File: src/nia_defines.svh
// nia_defines.svh: offsets, field positions, reset values and widths for
// the nested interrupt acceptance block.
// assumes: included by bare name; definitions only.
`ifndef NIA_DEFINES_SVH
`define NIA_DEFINES_SVH

// ----------------------------------------------------------------------
// register byte offsets
// ----------------------------------------------------------------------
`define NIA_OFS_REQ      8'h00
`define NIA_OFS_BLOCK    8'h04
`define NIA_OFS_URGENCY  8'h08
`define NIA_OFS_STATE    8'h0c

// ----------------------------------------------------------------------
// state register fields and reset values
// ----------------------------------------------------------------------
`define NIA_STATE_ENABLE_BIT 0
`define NIA_STATE_LEVEL_BIT  1
`define NIA_RST_ENABLE       1'b0
`define NIA_RST_LEVEL        1'b1
`define NIA_RST_REQ_BIT      1'b0
`define NIA_RST_BLOCK_BIT    1'b1
`define NIA_RST_URGENCY_BIT  1'b1

// ----------------------------------------------------------------------
// widths
// ----------------------------------------------------------------------
`define NIA_APB_AW           8
`define NIA_APB_DW           32
`define NIA_NUM_SRC          8

`endif

File: src/nia_pkg.sv
// nia_pkg.sv: types shared by the nested interrupt acceptance block.
// assumes: nia_defines.svh holds every number.
package nia_pkg;

  // ----------------------------------------------------------------------
  // status word carried to the core for stacking
  // ----------------------------------------------------------------------
  typedef struct packed {
    logic global_accept_enable;
    logic current_service_level;
  } nia_state_t;

  // ----------------------------------------------------------------------
  // instruction boundary report from the core
  // ----------------------------------------------------------------------
  typedef struct packed {
    logic instr_end;
    logic hold_class;
    logic software_trap_instruction;
    logic accept_on_instruction;
    logic accept_off_instruction;
    logic return_op;
  } nia_instr_t;

endpackage

File: src/nia_accept.sv
// nia_accept.sv: nested interrupt acceptance decision beside an 8-bit core.
// assumes: core reports each instruction end on the same clock; sources
// pulse on the same clock; software reaches the flags over APB.
`include "nia_defines.svh"
`timescale 1ns/100ps
`default_nettype none

// Notes on behaviour
// - no maskable acceptance unless global_accept_enable is 1
// - any acceptance clears global_accept_enable
// - nesting arbitrates on programmed urgency bits, not the default order
// - enabled: equal or higher urgency than the serviced one is accepted
// - lower urgency than the serviced one is refused while servicing
// - refused requests stay pending; one main instruction runs after return
// - service level 0: only urgency bit 0 requests accepted
// - service level 1: both urgency levels accepted when enabled
// - during trap service both levels accepted; trap always accepted
// - urgency bit 0 is high level, 1 is low level
// - after a hold-class instruction, acceptance waits one more instruction
// - status word, enable/disable and both return ops are hold-class
// - writes to request, block or urgency flags are hold-class too
// - trap is not hold-class; a maskable request at the trap waits
// - request capture ignores urgency bits
// - eligible: request 1 and block 0; acceptance also needs enable 1
// - higher urgency wins; ties go to the lowest source index
// - accept: stack status word, clear enable, copy urgency to service level
module nia_accept #(
  parameter int NUM_SRC = `NIA_NUM_SRC
) (
  // clock and reset
  input  wire logic                     CLK_SYS_I,
  input  wire logic                     ARST_N_I,
  // apb slave
  input  wire logic                     PSEL_I,
  input  wire logic                     PENABLE_I,
  input  wire logic                     PWRITE_I,
  input  wire logic [`NIA_APB_AW-1:0]   PADDR_I,
  input  wire logic [`NIA_APB_DW-1:0]   PWDATA_I,
  output logic      [`NIA_APB_DW-1:0]   PRDATA_O,
  output logic                          PREADY_O,
  output logic                          PSLVERR_O,
  // core side
  input  wire nia_pkg::nia_instr_t      INSTR_I,
  input  wire nia_pkg::nia_state_t      RESTORE_STATE_I,
  input  wire logic [NUM_SRC-1:0]       SRC_REQ_I,
  // acceptance result
  output logic                          ACCEPT_O,
  output logic                          ACCEPT_SOFT_O,
  output logic [$clog2(NUM_SRC)-1:0]    ACCEPT_SRC_O,
  output nia_pkg::nia_state_t           STACK_STATE_O,
  output nia_pkg::nia_state_t           STATE_O
);

  localparam int IW = $clog2(NUM_SRC);

  // ----------------------------------------------------------------------
  // state
  // ----------------------------------------------------------------------
  logic [NUM_SRC-1:0] pending_request_bit_r;
  logic [NUM_SRC-1:0] source_block_bit_r;
  logic [NUM_SRC-1:0] urgency_select_bit_r;
  logic               global_accept_enable_r;
  logic               current_service_level_r;
  logic               pready_r;
  logic               pslverr_r;
  logic [31:0]        prdata_r;

  // first set bit from index 0, the fixed default order
  function automatic logic [IW-1:0] first_set(input logic [NUM_SRC-1:0] v);
    logic [IW-1:0] idx;
    idx = '0;
    for (int i = NUM_SRC - 1; i >= 0; i--) begin
      if (v[i]) begin
        idx = IW'(i);
      end
    end
    return idx;
  endfunction

  // ----------------------------------------------------------------------
  // apb decode
  // ----------------------------------------------------------------------
  logic setup_c;
  logic wr_c;
  logic hit_req_c;
  logic hit_blk_c;
  logic hit_urg_c;
  logic hit_st_c;
  logic flag_touch_c;
  logic [31:0] rd_c;

  assign setup_c = PSEL_I && !PENABLE_I;
  assign wr_c    = PSEL_I && PENABLE_I && pready_r && PWRITE_I && !pslverr_r;

  // address decode and read mux; read data and error are sampled in the setup cycle, writes use the decode in the access cycle
  always_comb begin
    hit_req_c = 1'b0;
    hit_blk_c = 1'b0;
    hit_urg_c = 1'b0;
    hit_st_c  = 1'b0;
    rd_c      = '0;
    if (PADDR_I == `NIA_OFS_REQ) begin
      hit_req_c = 1'b1;
      rd_c      = 32'(pending_request_bit_r);
    end else if (PADDR_I == `NIA_OFS_BLOCK) begin
      hit_blk_c = 1'b1;
      rd_c      = 32'(source_block_bit_r);
    end else if (PADDR_I == `NIA_OFS_URGENCY) begin
      hit_urg_c = 1'b1;
      rd_c      = 32'(urgency_select_bit_r);
    end else if (PADDR_I == `NIA_OFS_STATE) begin
      hit_st_c  = 1'b1;
      rd_c[`NIA_STATE_ENABLE_BIT] = global_accept_enable_r;
      rd_c[`NIA_STATE_LEVEL_BIT]  = current_service_level_r;
    end
  end

  // flag registers touched by software defer acceptance like a status op
  assign flag_touch_c = wr_c && (hit_req_c || hit_blk_c || hit_urg_c);

  // one access cycle: ready rises in the first access cycle
  always_ff @(posedge CLK_SYS_I or negedge ARST_N_I) begin
    if (!ARST_N_I) begin
      pready_r  <= 1'b0;
      pslverr_r <= 1'b0;
      prdata_r  <= '0;
    end else begin
      pready_r  <= setup_c;
      pslverr_r <= setup_c && !(hit_req_c || hit_blk_c || hit_urg_c || hit_st_c);
      if (setup_c) begin
        prdata_r <= rd_c;
      end
    end
  end

  assign PREADY_O  = pready_r;
  assign PSLVERR_O = pslverr_r;
  assign PRDATA_O  = prdata_r;

  // ----------------------------------------------------------------------
  // acceptance decision
  // ----------------------------------------------------------------------
  logic [NUM_SRC-1:0] eligible_c;
  logic [NUM_SRC-1:0] high_c;
  logic [NUM_SRC-1:0] cand_c;
  logic               boundary_c;
  logic               trap_c;
  logic               take_c;
  logic [IW-1:0]      win_c;

  assign eligible_c = pending_request_bit_r & ~source_block_bit_r;
  assign high_c     = eligible_c & ~urgency_select_bit_r;
  // level 0 admits only high urgency; level 1 admits both
  assign cand_c     = current_service_level_r ? eligible_c : high_c;
  // a hold-class end or a flag write blocks this boundary
  assign boundary_c = INSTR_I.instr_end && !INSTR_I.hold_class && !flag_touch_c;
  assign trap_c     = INSTR_I.instr_end && INSTR_I.software_trap_instruction;
  // trap takes the boundary, so a maskable request waits behind it
  assign take_c     = boundary_c && !trap_c && global_accept_enable_r
                      && (cand_c != '0);
  // high urgency first, then default order within it
  assign win_c      = (high_c != '0) ? first_set(high_c) : first_set(cand_c);

  // ----------------------------------------------------------------------
  // pending request flags: source set wins over any clear
  // ----------------------------------------------------------------------
  always_ff @(posedge CLK_SYS_I or negedge ARST_N_I) begin
    if (!ARST_N_I) begin
      pending_request_bit_r <= {NUM_SRC{`NIA_RST_REQ_BIT}};
    end else begin
      logic [NUM_SRC-1:0] nxt;
      nxt = pending_request_bit_r;
      if (wr_c && hit_req_c) begin
        nxt = PWDATA_I[NUM_SRC-1:0];
      end
      if (take_c) begin
        nxt[win_c] = 1'b0;
      end
      // capture ignores urgency; refused ones simply remain set
      pending_request_bit_r <= nxt | SRC_REQ_I;
    end
  end

  // block and urgency flags, software only
  always_ff @(posedge CLK_SYS_I or negedge ARST_N_I) begin
    if (!ARST_N_I) begin
      source_block_bit_r   <= {NUM_SRC{`NIA_RST_BLOCK_BIT}};
      urgency_select_bit_r <= {NUM_SRC{`NIA_RST_URGENCY_BIT}};
    end else begin
      if (wr_c && hit_blk_c) begin
        source_block_bit_r <= PWDATA_I[NUM_SRC-1:0];
      end
      if (wr_c && hit_urg_c) begin
        urgency_select_bit_r <= PWDATA_I[NUM_SRC-1:0];
      end
    end
  end

  // ----------------------------------------------------------------------
  // global enable and service level
  // ----------------------------------------------------------------------
  // acceptance beats every other update in the same cycle
  always_ff @(posedge CLK_SYS_I or negedge ARST_N_I) begin
    if (!ARST_N_I) begin
      global_accept_enable_r  <= `NIA_RST_ENABLE;
      current_service_level_r <= `NIA_RST_LEVEL;
    end else if (trap_c) begin
      global_accept_enable_r  <= 1'b0;
      current_service_level_r <= 1'b1;
    end else if (take_c) begin
      global_accept_enable_r  <= 1'b0;
      current_service_level_r <= urgency_select_bit_r[win_c];
    end else if (INSTR_I.instr_end && INSTR_I.return_op) begin
      global_accept_enable_r  <= RESTORE_STATE_I.global_accept_enable;
      current_service_level_r <= RESTORE_STATE_I.current_service_level;
    end else if (INSTR_I.instr_end && INSTR_I.accept_on_instruction) begin
      global_accept_enable_r  <= 1'b1;
    end else if (INSTR_I.instr_end && INSTR_I.accept_off_instruction) begin
      global_accept_enable_r  <= 1'b0;
    end else if (wr_c && hit_st_c) begin
      global_accept_enable_r  <= PWDATA_I[`NIA_STATE_ENABLE_BIT];
      current_service_level_r <= PWDATA_I[`NIA_STATE_LEVEL_BIT];
    end
  end

  // ----------------------------------------------------------------------
  // result to the core, one-cycle pulse with the word to stack
  // ----------------------------------------------------------------------
  always_ff @(posedge CLK_SYS_I or negedge ARST_N_I) begin
    if (!ARST_N_I) begin
      ACCEPT_O      <= 1'b0;
      ACCEPT_SOFT_O <= 1'b0;
      ACCEPT_SRC_O  <= '0;
      STACK_STATE_O <= '0;
    end else begin
      ACCEPT_O      <= take_c || trap_c;
      ACCEPT_SOFT_O <= trap_c;
      if (take_c || trap_c) begin
        ACCEPT_SRC_O  <= take_c ? win_c : '0;
        // status word before the change; core stacks it, then the pc
        STACK_STATE_O <= '{global_accept_enable:  global_accept_enable_r,
                           current_service_level: current_service_level_r};
      end
    end
  end

  assign STATE_O = '{global_accept_enable:  global_accept_enable_r,
                     current_service_level: current_service_level_r};
endmodule

`default_nettype wire

File: config.mk
export PLATFORM = sky130hd
export DESIGN_NAME = nia_accept
export DESIGN_NICKNAME = d
export VERILOG_FILES = /design/src/nia_pkg.sv /design/src/nia_accept.sv
export VERILOG_INCLUDE_DIRS = /design/src
export SDC_FILE = /design/constraint.sdc
export NUM_CORES = 1
export LEC_CHECK = 0
export BUFFER_PORTS_ARGS = -buffer_cell sky130_fd_sc_hd__clkbuf_2
export CORE_MARGIN = 2
export CORE_UTILIZATION = 35
export CTS_BUF_LIST = sky130_fd_sc_hd__clkbuf_8
export DETAILED_ROUTE_END_ITERATION = 6
export PLACE_DENSITY = 0.6
export SETUP_SLACK_MARGIN = 0.02
export SLEW_MARGIN = 30
export SYNTH_ARGS = -nofsm -noshare
export SYNTH_HDL_FRONTEND = slang
export SYNTH_SLANG_ARGS = --single-unit
export TNS_END_PERCENT = 100
File: constraint.sdc
create_clock -name CLK_SYS_I -period 2.31 [get_ports CLK_SYS_I]
set_clock_uncertainty 0.15 [all_clocks]
set_input_delay 0.231 -clock CLK_SYS_I [delete_from_list [all_inputs] [get_ports CLK_SYS_I]]
set_output_delay 0.231 -clock CLK_SYS_I [all_outputs]
set_load 0.01 [all_outputs]
==> impl_table.tex, run 1 <==
\begin{tabular}{lr}
\hline
Metric & Value \\
\hline
\multicolumn{2}{l}{\textbf{Status}} \\
Outcome & complete, but fails checks \\
Failing checks & negative setup slack \\
\multicolumn{2}{l}{\textbf{Route}} \\
Number of nets with antenna violations after routing & 0 \\
Routed via count divided by cell count & 4.81 \\
Initial DRT Pass Iterations & 4 \\
Count of unresolved DRC violations after routing & 0 \\
Routed wire per std cell & 14.6 um \\
Total wirelength of the detailed-routed design & 6750 um \\
Violation count after the first detailed-routing iteration & 71 \\
Vias post-DR & 2219 \\
\multicolumn{2}{l}{\textbf{Critical path}} \\
R2R Setup Slk & -0.04 ns \\
Data required, critical path & 2.41 ns \\
Library cell contributing the largest single delay on the critical path & sky130\_fd\_sc\_hd\_\_dfstp\_2 \\
Critical path, cell by cell & and2b\_1 -> a211oi\_2 -> o211ai\_2 -> a2111oi\_4 -> buf\_4 -> nor3\_4 -> a31oi\_2 -> or2\_1 \\
Number of stages on the worst setup path & 8 \\
Capturing element type of the critical path & flip-flop \\
Startpoint Class & flip-flop \\
Maximum cell stage delay along the critical path & 0.57 ns \\
Bufs and invs on worst path & 1 \\
Arrival time reported for the critical path endpoint & 2.44 ns \\
Biggest fanout along the worst timing path & 5 \\
Reg-to-reg endpoint & pending\_request\_bit\_r[6]\$\_DFF\_PN0\_ \\
Kind of cell with the highest combined delay on the critical path & compound AO/OA/AOI/OAI gates \\
Depth of the worst register-to-register path & 8 \\
RR Startpoint & current\_service\_level\_r\$\_DFFE\_PN1P\_ \\
Beginning of the critical path & current\_service\_level\_r\$\_DFFE\_PN1P\_ \\
Critical path class & reg -> reg \\
Last element of the critical path & pending\_request\_bit\_r[6]\$\_DFF\_PN0\_ \\
\multicolumn{2}{l}{\textbf{Global routing}} \\
Global-route congestion overflow total & 0 \\
Met2 usage & 28.7\% \\
Maximum number of pins on one net before global-route repair & 44 \\
All-layer global routing usage & 16.8\% \\
First-pass GRT wire length & 11100 um \\
Gr busiest metal & met2 \\
Antenna violations before repair & 0 \\
Fraction of met3 tracks used by global routing & 3.12\% \\
Vias in the first global route & 2254 \\
Met1 capacity usage during global routing & 22.0\% \\
\multicolumn{2}{l}{\textbf{Logic synthesis}} \\
Syn Inst Count & 258 \\
Seq/Total Area, Yosys & 40.3\% \\
Count of distinct cell types in the synthesized netlist & 54 \\
Count of flip-flops with a built-in enable after synthesis & 0 \\
Ys Warns & 0 \\
Register bit count reported by yosys & 43 \\
Total standard cell area after synthesis & 2730 um2 \\
Leading area contributor after synthesis & sky130\_fd\_sc\_hd\_\_dfrtp\_1 \\
Post-synth ARST share & 100\% \\
Top cells by area, synth & sky130\_fd\_sc\_hd\_\_dfrtp\_1 (24\%), sky130\_fd\_sc\_hd\_\_dfstp\_2 (16\%), sky130\_fd\_sc\_hd\_\_buf\_4 (7.2\%), sky130\_fd\_sc\_hd\_\_mux2\_2 (6.6\%), sky130\_fd\_sc\_hd\_\_mux2i\_1 (5.9\%) \\
Post-synth top area share & 23.9\% \\
Ranking of synthesized cells by instance count & sky130\_fd\_sc\_hd\_\_buf\_4 (26), sky130\_fd\_sc\_hd\_\_dfrtp\_1 (26), sky130\_fd\_sc\_hd\_\_nand2\_1 (18) \\
Synth Flop Type & sky130\_fd\_sc\_hd\_\_dfrtp\_1 \\
Average cell area after synthesis & 10.6 um2 \\
\multicolumn{2}{l}{\textbf{Die}} \\
Initial core utilization & 35.6\% \\
Die boundary height & 92.2 um \\
Die X & 92.2 um \\
Total I/O pin count & 104 \\
Number of cell rows & 32 \\
Core outline area & 7650 um2 \\
DIE AREA & 8510 um2 \\
\multicolumn{2}{l}{\textbf{Layout}} \\
Fraction of layout cells with a size suffix above 1 & 46.2\% \\
Fraction of the core area covered by cells at the end of the flow & 46.9\% \\
Syn-to-layout area delta & 31.7\% \\
Final instance count without filler cells & 461 \\
Diode count & 0 \\
Filler Cells Inserted & 752 \\
Number of nets at the end of the flow & 419 \\
\multicolumn{2}{l}{\textbf{CTS}} \\
Clock tree from TritonCTS & yes \\
Root Buffer & sky130\_fd\_sc\_hd\_\_clkbuf\_8 \\
Insertion delay of the later-clocked pin in the worst-skew pair & 0.30 ns \\
H-tree Lvls & 2 \\
Total CTS buffers & 5 \\
Clock-pin slew of the registers on the worst-case setup and hold paths & 0.09 ns \\
Maximum buffer depth of the clock tree & 2 \\
Clock tree sinks & 43 \\
\multicolumn{2}{l}{\textbf{STA}} \\
Worst Slack Setup Final & -0.0368 ns \\
Finish-stage setup viols & 7 \\
Share of the clock period used by the worst path & 102\% \\
Actual transition at the worst max-transition pin & 0.498 ns \\
Minimum clock period & 2.35 ns \\
Post-Route Setup TNS & -0.187 ns \\
Top achievable clock speed & 426 MHz \\
Setup repair after global routing missed its margin & true \\
Count of endpoints failing hold in the final timing report & 0 \\
Max-slew violation total from the final report & 0 \\
Headroom to the max-slew limit & 66.8\% \\
\multicolumn{2}{l}{\textbf{Placed design}} \\
Pre-CTS WS & -0.234 ns \\
Detailed-placement wirelength estimate & 5170 um \\
Final weighted congestion in routability-driven placement & 0.825 \\
Placed Cells incl. Taps & 441 \\
Port Buffer Count & 55 \\
\multicolumn{2}{l}{\textbf{Pwr}} \\
Maximum VDD drop & 0.000244 V \\
Power per cell area & 449 nW/um2 \\
Total leakage power & 1.66 nW \\
\multicolumn{2}{l}{\textbf{Min path}} \\
Worst min-delay path class & in -> reg \\
\multicolumn{2}{l}{\textbf{Job}} \\
Max-cap viol count & 0 \\
\hline
\end{tabular}
[cells in the final DEF, fill, tap and decap left out, drive strengths merged, types with 2 or more instances in the layout]
cell type	count
a211oi	2
a21oi	9
a31oi	4
and2	2
buf	37
clkbuf	60
clkinv	2
conb	24
dfrtp	26
dfstp	17
dlygate4sd3	9
inv	3
mux2	19
mux2i	16
mux4	2
nand2	19
nand2b	12
nand3	5
nor2	16
nor2b	9
nor3	7
nor3b	5
o211ai	3
o21a	3
o21ai	12
o21bai	7
o2bb2ai	3
o311ai	2
o31ai	3
or2	6
or3b	2
[cells by family after synthesis]
group                  after synthesis  share of synthesized area (%)
AO/OA/AOI/OAI                       54                           15.1
buffers and inverters               34                           8.54
flip-flops                          43                           40.3
multiplexers                        37                           15.4
other                                1                          0.138
AND/OR/NAND/NOR                     89                           20.6
[per-stage QoR]
stage               hold WS [ns]  power (mW)  instance area [um2]
finish                  0.000859        1.61                 3590
detailed placement        0.0818        1.02                 3260
global route              0.0217        1.68                 3590
CTS                     -0.00314        1.63                 3550
floorplan                 -0.215       0.943                 2810
global placement          0.0756        1.01                 3260
[how the worst min path moves through the flow]
stage / start / end / slack (ns) / cells after the start
2_1_floorplan: ARST_N_I / ACCEPT_O$_DFF_PN0_ / -0.21 / 0
4_1_cts: SRC_REQ_I[7] / pending_request_bit_r[7]$_DFF_PN0_ / -0.003 / 2
3_5_place_dp: ARST_N_I / ACCEPT_SRC_O[1]$_DFFE_PN0P_ / 0.08 / 2
3_3_place_gp: ARST_N_I / ACCEPT_SRC_O[1]$_DFFE_PN0P_ / 0.08 / 2
6_report: RESTORE_STATE_I[1] / global_accept_enable_r$_DFFE_PN0P_ / 0.0009 / 3
5_1_grt: RESTORE_STATE_I[1] / global_accept_enable_r$_DFFE_PN0P_ / 0.02 / 3
[worst min-delay path, stage by stage]
cell                       delay (ns)
sky130_fd_sc_hd__clkbuf_2        0.08
sky130_fd_sc_hd__inv_1           0.04
sky130_fd_sc_hd__a221oi_1        0.06
[where the power goes]
part	internal [mW]	switching, mW	total [mW]	leakage [nW]
clock	0.322	0.272	0.594	0.0581
combinational	0.105	0.124	0.230	1.12
sequential	0.775	0.0137	0.789	0.487
total	1.20	0.410	1.61	1.66
[sequential cells by signal, summed over array words and instances, names as in the netlist, 2 cells and up]
signal	cells
source_block_bit_r	8
PRDATA_O	8
ACCEPT_SRC_O	3
STACK_STATE_O	2
urgency_select_bit_r	8
pending_request_bit_r	8
[repair_timing]
action,CTS,global route
hold endpoints to repair,42,1
hold buffers,8,1
gates resized for setup,17,5
setup buffers,3,1
pin swaps,8,6
endpoints found under the setup margin,8,11
[area by class of cell]
class                      count  area, um2  area share [%]
clock buffer                   5       68.8            1.92
inverter                       3       11.3           0.314
timing repair buffer         101        663            18.5
tap                          102        128            3.56
sequential                    43       1100            30.6
multi-input combinational    204       1580            44.0
clock inverter                 3       43.8            1.22
[per-layer routing]
layer / vias up / routed length [um]
met2: 65 / 3350
li1: 1083 / -
met1: 1065 / 3020
met4: 0 / 68
met5: - / 0
met3: 6 / 313
Note: power is estimated with default switching activity, not from simulation.
==> run 2: changes to the inputs <==
--- a/config.mk
+++ b/config.mk
@@ -11,6 +11,7 @@
 export CORE_UTILIZATION = 35
 export CTS_BUF_LIST = sky130_fd_sc_hd__clkbuf_8
 export DETAILED_ROUTE_END_ITERATION = 6
+export GPL_TIMING_DRIVEN = 0
 export PLACE_DENSITY = 0.6
 export SETUP_SLACK_MARGIN = 0.02
 export SLEW_MARGIN = 30
==> constraint.sdc (replaced) <==
create_clock -name CLK_SYS_I -period 2.9 [get_ports CLK_SYS_I]
set_clock_uncertainty 0.15 [all_clocks]
set_input_delay 0.29 -clock CLK_SYS_I [delete_from_list [all_inputs] [get_ports CLK_SYS_I]]
set_output_delay 0.29 -clock CLK_SYS_I [all_outputs]
set_load 0.01 [all_outputs]
==> impl_table.tex, run 2 (synthesized netlist as in run 1, its figures left out) <==
\begin{tabular}{lr}
\hline
Metric & Value \\
\hline
\multicolumn{2}{l}{\textbf{Placed design}} \\
Placed Cells incl. Taps & 438 \\
Port Buffer Count & 55 \\
Final weighted congestion in routability-driven placement & 0.862 \\
Detailed-placement wirelength estimate & 4890 um \\
\multicolumn{2}{l}{\textbf{Layout}} \\
Highest-count cells in the layout ignoring fill and taps & sky130\_fd\_sc\_hd\_\_clkbuf\_2 (54), sky130\_fd\_sc\_hd\_\_dfrtp\_1 (26), sky130\_fd\_sc\_hd\_\_buf\_4 (26) \\
Fraction of the core area covered by cells at the end of the flow & 43.3\% \\
Final instance count without filler cells & 447 \\
Syn-to-layout area delta & 21.5\% \\
Fraction of layout cells with a size suffix above 1 & 40.6\% \\
Number of nets at the end of the flow & 405 \\
Most common library cell in the layout ignoring fill and taps & sky130\_fd\_sc\_hd\_\_clkbuf\_2 \\
Diode count & 0 \\
\multicolumn{2}{l}{\textbf{CTS}} \\
H-tree Lvls & 2 \\
Clock tree from TritonCTS & yes \\
Insertion delay of the later-clocked pin in the worst-skew pair & 0.30 ns \\
Number of resized instances in the post-cts repair step & 0 \\
Total CTS buffers & 5 \\
Clock tree sinks & 43 \\
Clock-pin slew of the registers on the worst-case setup and hold paths & 0.09 ns \\
Maximum buffer depth of the clock tree & 2 \\
Number of setup buffers added after CTS & 0 \\
Number of hold-repair buffers added at the cts stage & 1 \\
Root Buffer & sky130\_fd\_sc\_hd\_\_clkbuf\_8 \\
\multicolumn{2}{l}{\textbf{Pwr}} \\
Combinational group share of total power & 15.9\% \\
Switching power total & 321 uW \\
Share of power burned in the clock network & 31.6\% \\
Switching part of the total & 26.9\% \\
Total leakage power & 1.55 nW \\
Total Power & 1.20 mW \\
Reg power frac & 52.5\% \\
Pint & 874 uW \\
Power per cell area & 361 nW/um2 \\
Maximum VDD drop & 0.000155 V \\
\multicolumn{2}{l}{\textbf{Critical path}} \\
Beginning of the critical path & current\_service\_level\_r\$\_DFFE\_PN1P\_ \\
R2R Setup Slk & 0.42 ns \\
Arrival time reported for the critical path endpoint & 2.52 ns \\
Data required, critical path & 2.94 ns \\
Biggest fanout along the worst timing path & 10 \\
RR Startpoint & current\_service\_level\_r\$\_DFFE\_PN1P\_ \\
Last element of the critical path & pending\_request\_bit\_r[4]\$\_DFF\_PN0\_ \\
Depth of the worst register-to-register path & 8 \\
Startpoint Class & flip-flop \\
Reg-to-reg endpoint & pending\_request\_bit\_r[4]\$\_DFF\_PN0\_ \\
Critical path class & reg -> reg \\
Capturing element type of the critical path & flip-flop \\
\multicolumn{2}{l}{\textbf{Die}} \\
Core outline area & 7650 um2 \\
Initial core utilization & 35.6\% \\
DIE AREA & 8510 um2 \\
Die X & 92.2 um \\
Total I/O pin count & 104 \\
Number of cell rows & 32 \\
Die boundary height & 92.2 um \\
\multicolumn{2}{l}{\textbf{Route}} \\
Initial DRT Pass Iterations & 4 \\
Routed wire per std cell & 14.3 um \\
Total wirelength of the detailed-routed design & 6390 um \\
Count of unresolved DRC violations after routing & 0 \\
Routed via count divided by cell count & 4.69 \\
Vias post-DR & 2097 \\
Violation count after the first detailed-routing iteration & 71 \\
Number of nets with antenna violations after routing & 0 \\
\multicolumn{2}{l}{\textbf{Min path}} \\
Worst min-delay path class & in -> reg \\
\multicolumn{2}{l}{\textbf{STA}} \\
Share of the clock period used by the worst path & 85.4\% \\
Post-Route Setup TNS & 0 ns \\
Headroom to the max-slew limit & 47.8\% \\
Worst slack on hold paths & 0.0198 ns \\
Actual transition at the worst max-transition pin & 0.782 ns \\
Max-slew violation total from the final report & 0 \\
Finish-stage setup viols & 0 \\
Count of endpoints failing hold in the final timing report & 0 \\
Setup repair after global routing missed its margin & false \\
Top achievable clock speed & 404 MHz \\
Minimum clock period & 2.48 ns \\
\multicolumn{2}{l}{\textbf{Global routing}} \\
All-layer global routing usage & 16.0\% \\
Antenna violations before repair & 0 \\
First-pass GRT wire length & 10500 um \\
Vias in the first global route & 2071 \\
Global-route congestion overflow total & 0 \\
Maximum number of pins on one net before global-route repair & 44 \\
\multicolumn{2}{l}{\textbf{Job}} \\
Max-cap viol count & 0 \\
\multicolumn{2}{l}{\textbf{Status}} \\
Outcome & finished clean \\
\hline
\end{tabular}
==> run 2: cell count changes in the layout (fill, tap and decap cells not counted), sizes merged <==
| cell | before | now |
|---|---|---|
| buf | 37 | 29 |
| dlygate4sd3 | 9 | 1 |
| clkbuf | 60 | 62 |
| bufinv | 1 | 0 |
| clkinv | 2 | 3 |
==> run 2: area by class of cell <==
cell class                      count  area [um2]
Buffer                             31         221
Sequential cell                    43        1100
Fill cell                         777        4340
Timing Repair Buffer               56         288
Clock inverter                      3        15.0
Inverter                            3        11.3
Multi-Input combinational cell    204        1480
Clock buffer                        5        68.8
Tap cell                          102         128
==> run 2: worst min path at each step <==
stage	cells past startpoint	slack [ns]	end	startpoint
CTS	2	0.01	pending_request_bit_r[4]$_DFF_PN0_	SRC_REQ_I[4]
global placement	2	0.31	PRDATA_O[0]$_DFFE_PN0P_	PRDATA_O[0]$_DFFE_PN0P_
global route	2	0.02	pending_request_bit_r[4]$_DFF_PN0_	SRC_REQ_I[4]
floorplan	0	-0.16	ACCEPT_O$_DFF_PN0_	ARST_N_I
finish	2	0.02	pending_request_bit_r[4]$_DFF_PN0_	SRC_REQ_I[4]
detailed placement	1	0.22	ACCEPT_SRC_O[0]$_DFFE_PN0P_	ARST_N_I
==> run 2: power groups by stage <==
stage,registers [mW],logic [mW],clock network (mW)
6_report,0.628,0.190,0.377
5_1_grt,0.630,0.209,0.410
4_1_cts,0.628,0.191,0.392
3_5_place_dp,0.639,0.190,0
3_3_place_gp,0.639,0.188,0
2_1_floorplan,0.642,0.110,0
==> run 2: metrics by stage <==
stage                     setup WS (ns)  instance area [um2]
after detailed placement          0.409                 3220
final                             0.423                 3310
after global routing              0.214                 3310
after CTS                         0.394                 3310
after floorplan                   0.810                 2810
after global placement            0.366                 3210
==> run 2: worst max-delay path: stages (launching register included) <==
cell	delay, ns
sky130_fd_sc_hd__dfstp_2	0.57
sky130_fd_sc_hd__buf_6	0.15
sky130_fd_sc_hd__nor2b_1	0.06
sky130_fd_sc_hd__o2bb2ai_1	0.34
sky130_fd_sc_hd__a211oi_1	0.14
sky130_fd_sc_hd__o21a_1	0.18
sky130_fd_sc_hd__o21ai_1	0.38
sky130_fd_sc_hd__a31oi_1	0.17
sky130_fd_sc_hd__or2_1	0.23
==> run 2: routing by layer <==
layer	share of wire (%)	vias to the layer above	GRT usage, %	wire (um)
met4	1.6	0	4.60	101
met5	0	-	0	0
met3	5.4	7	3.86	346
met2	46	60	25.2	2950
met1	47	980	22.0	3000
li1	-	1050	-	-
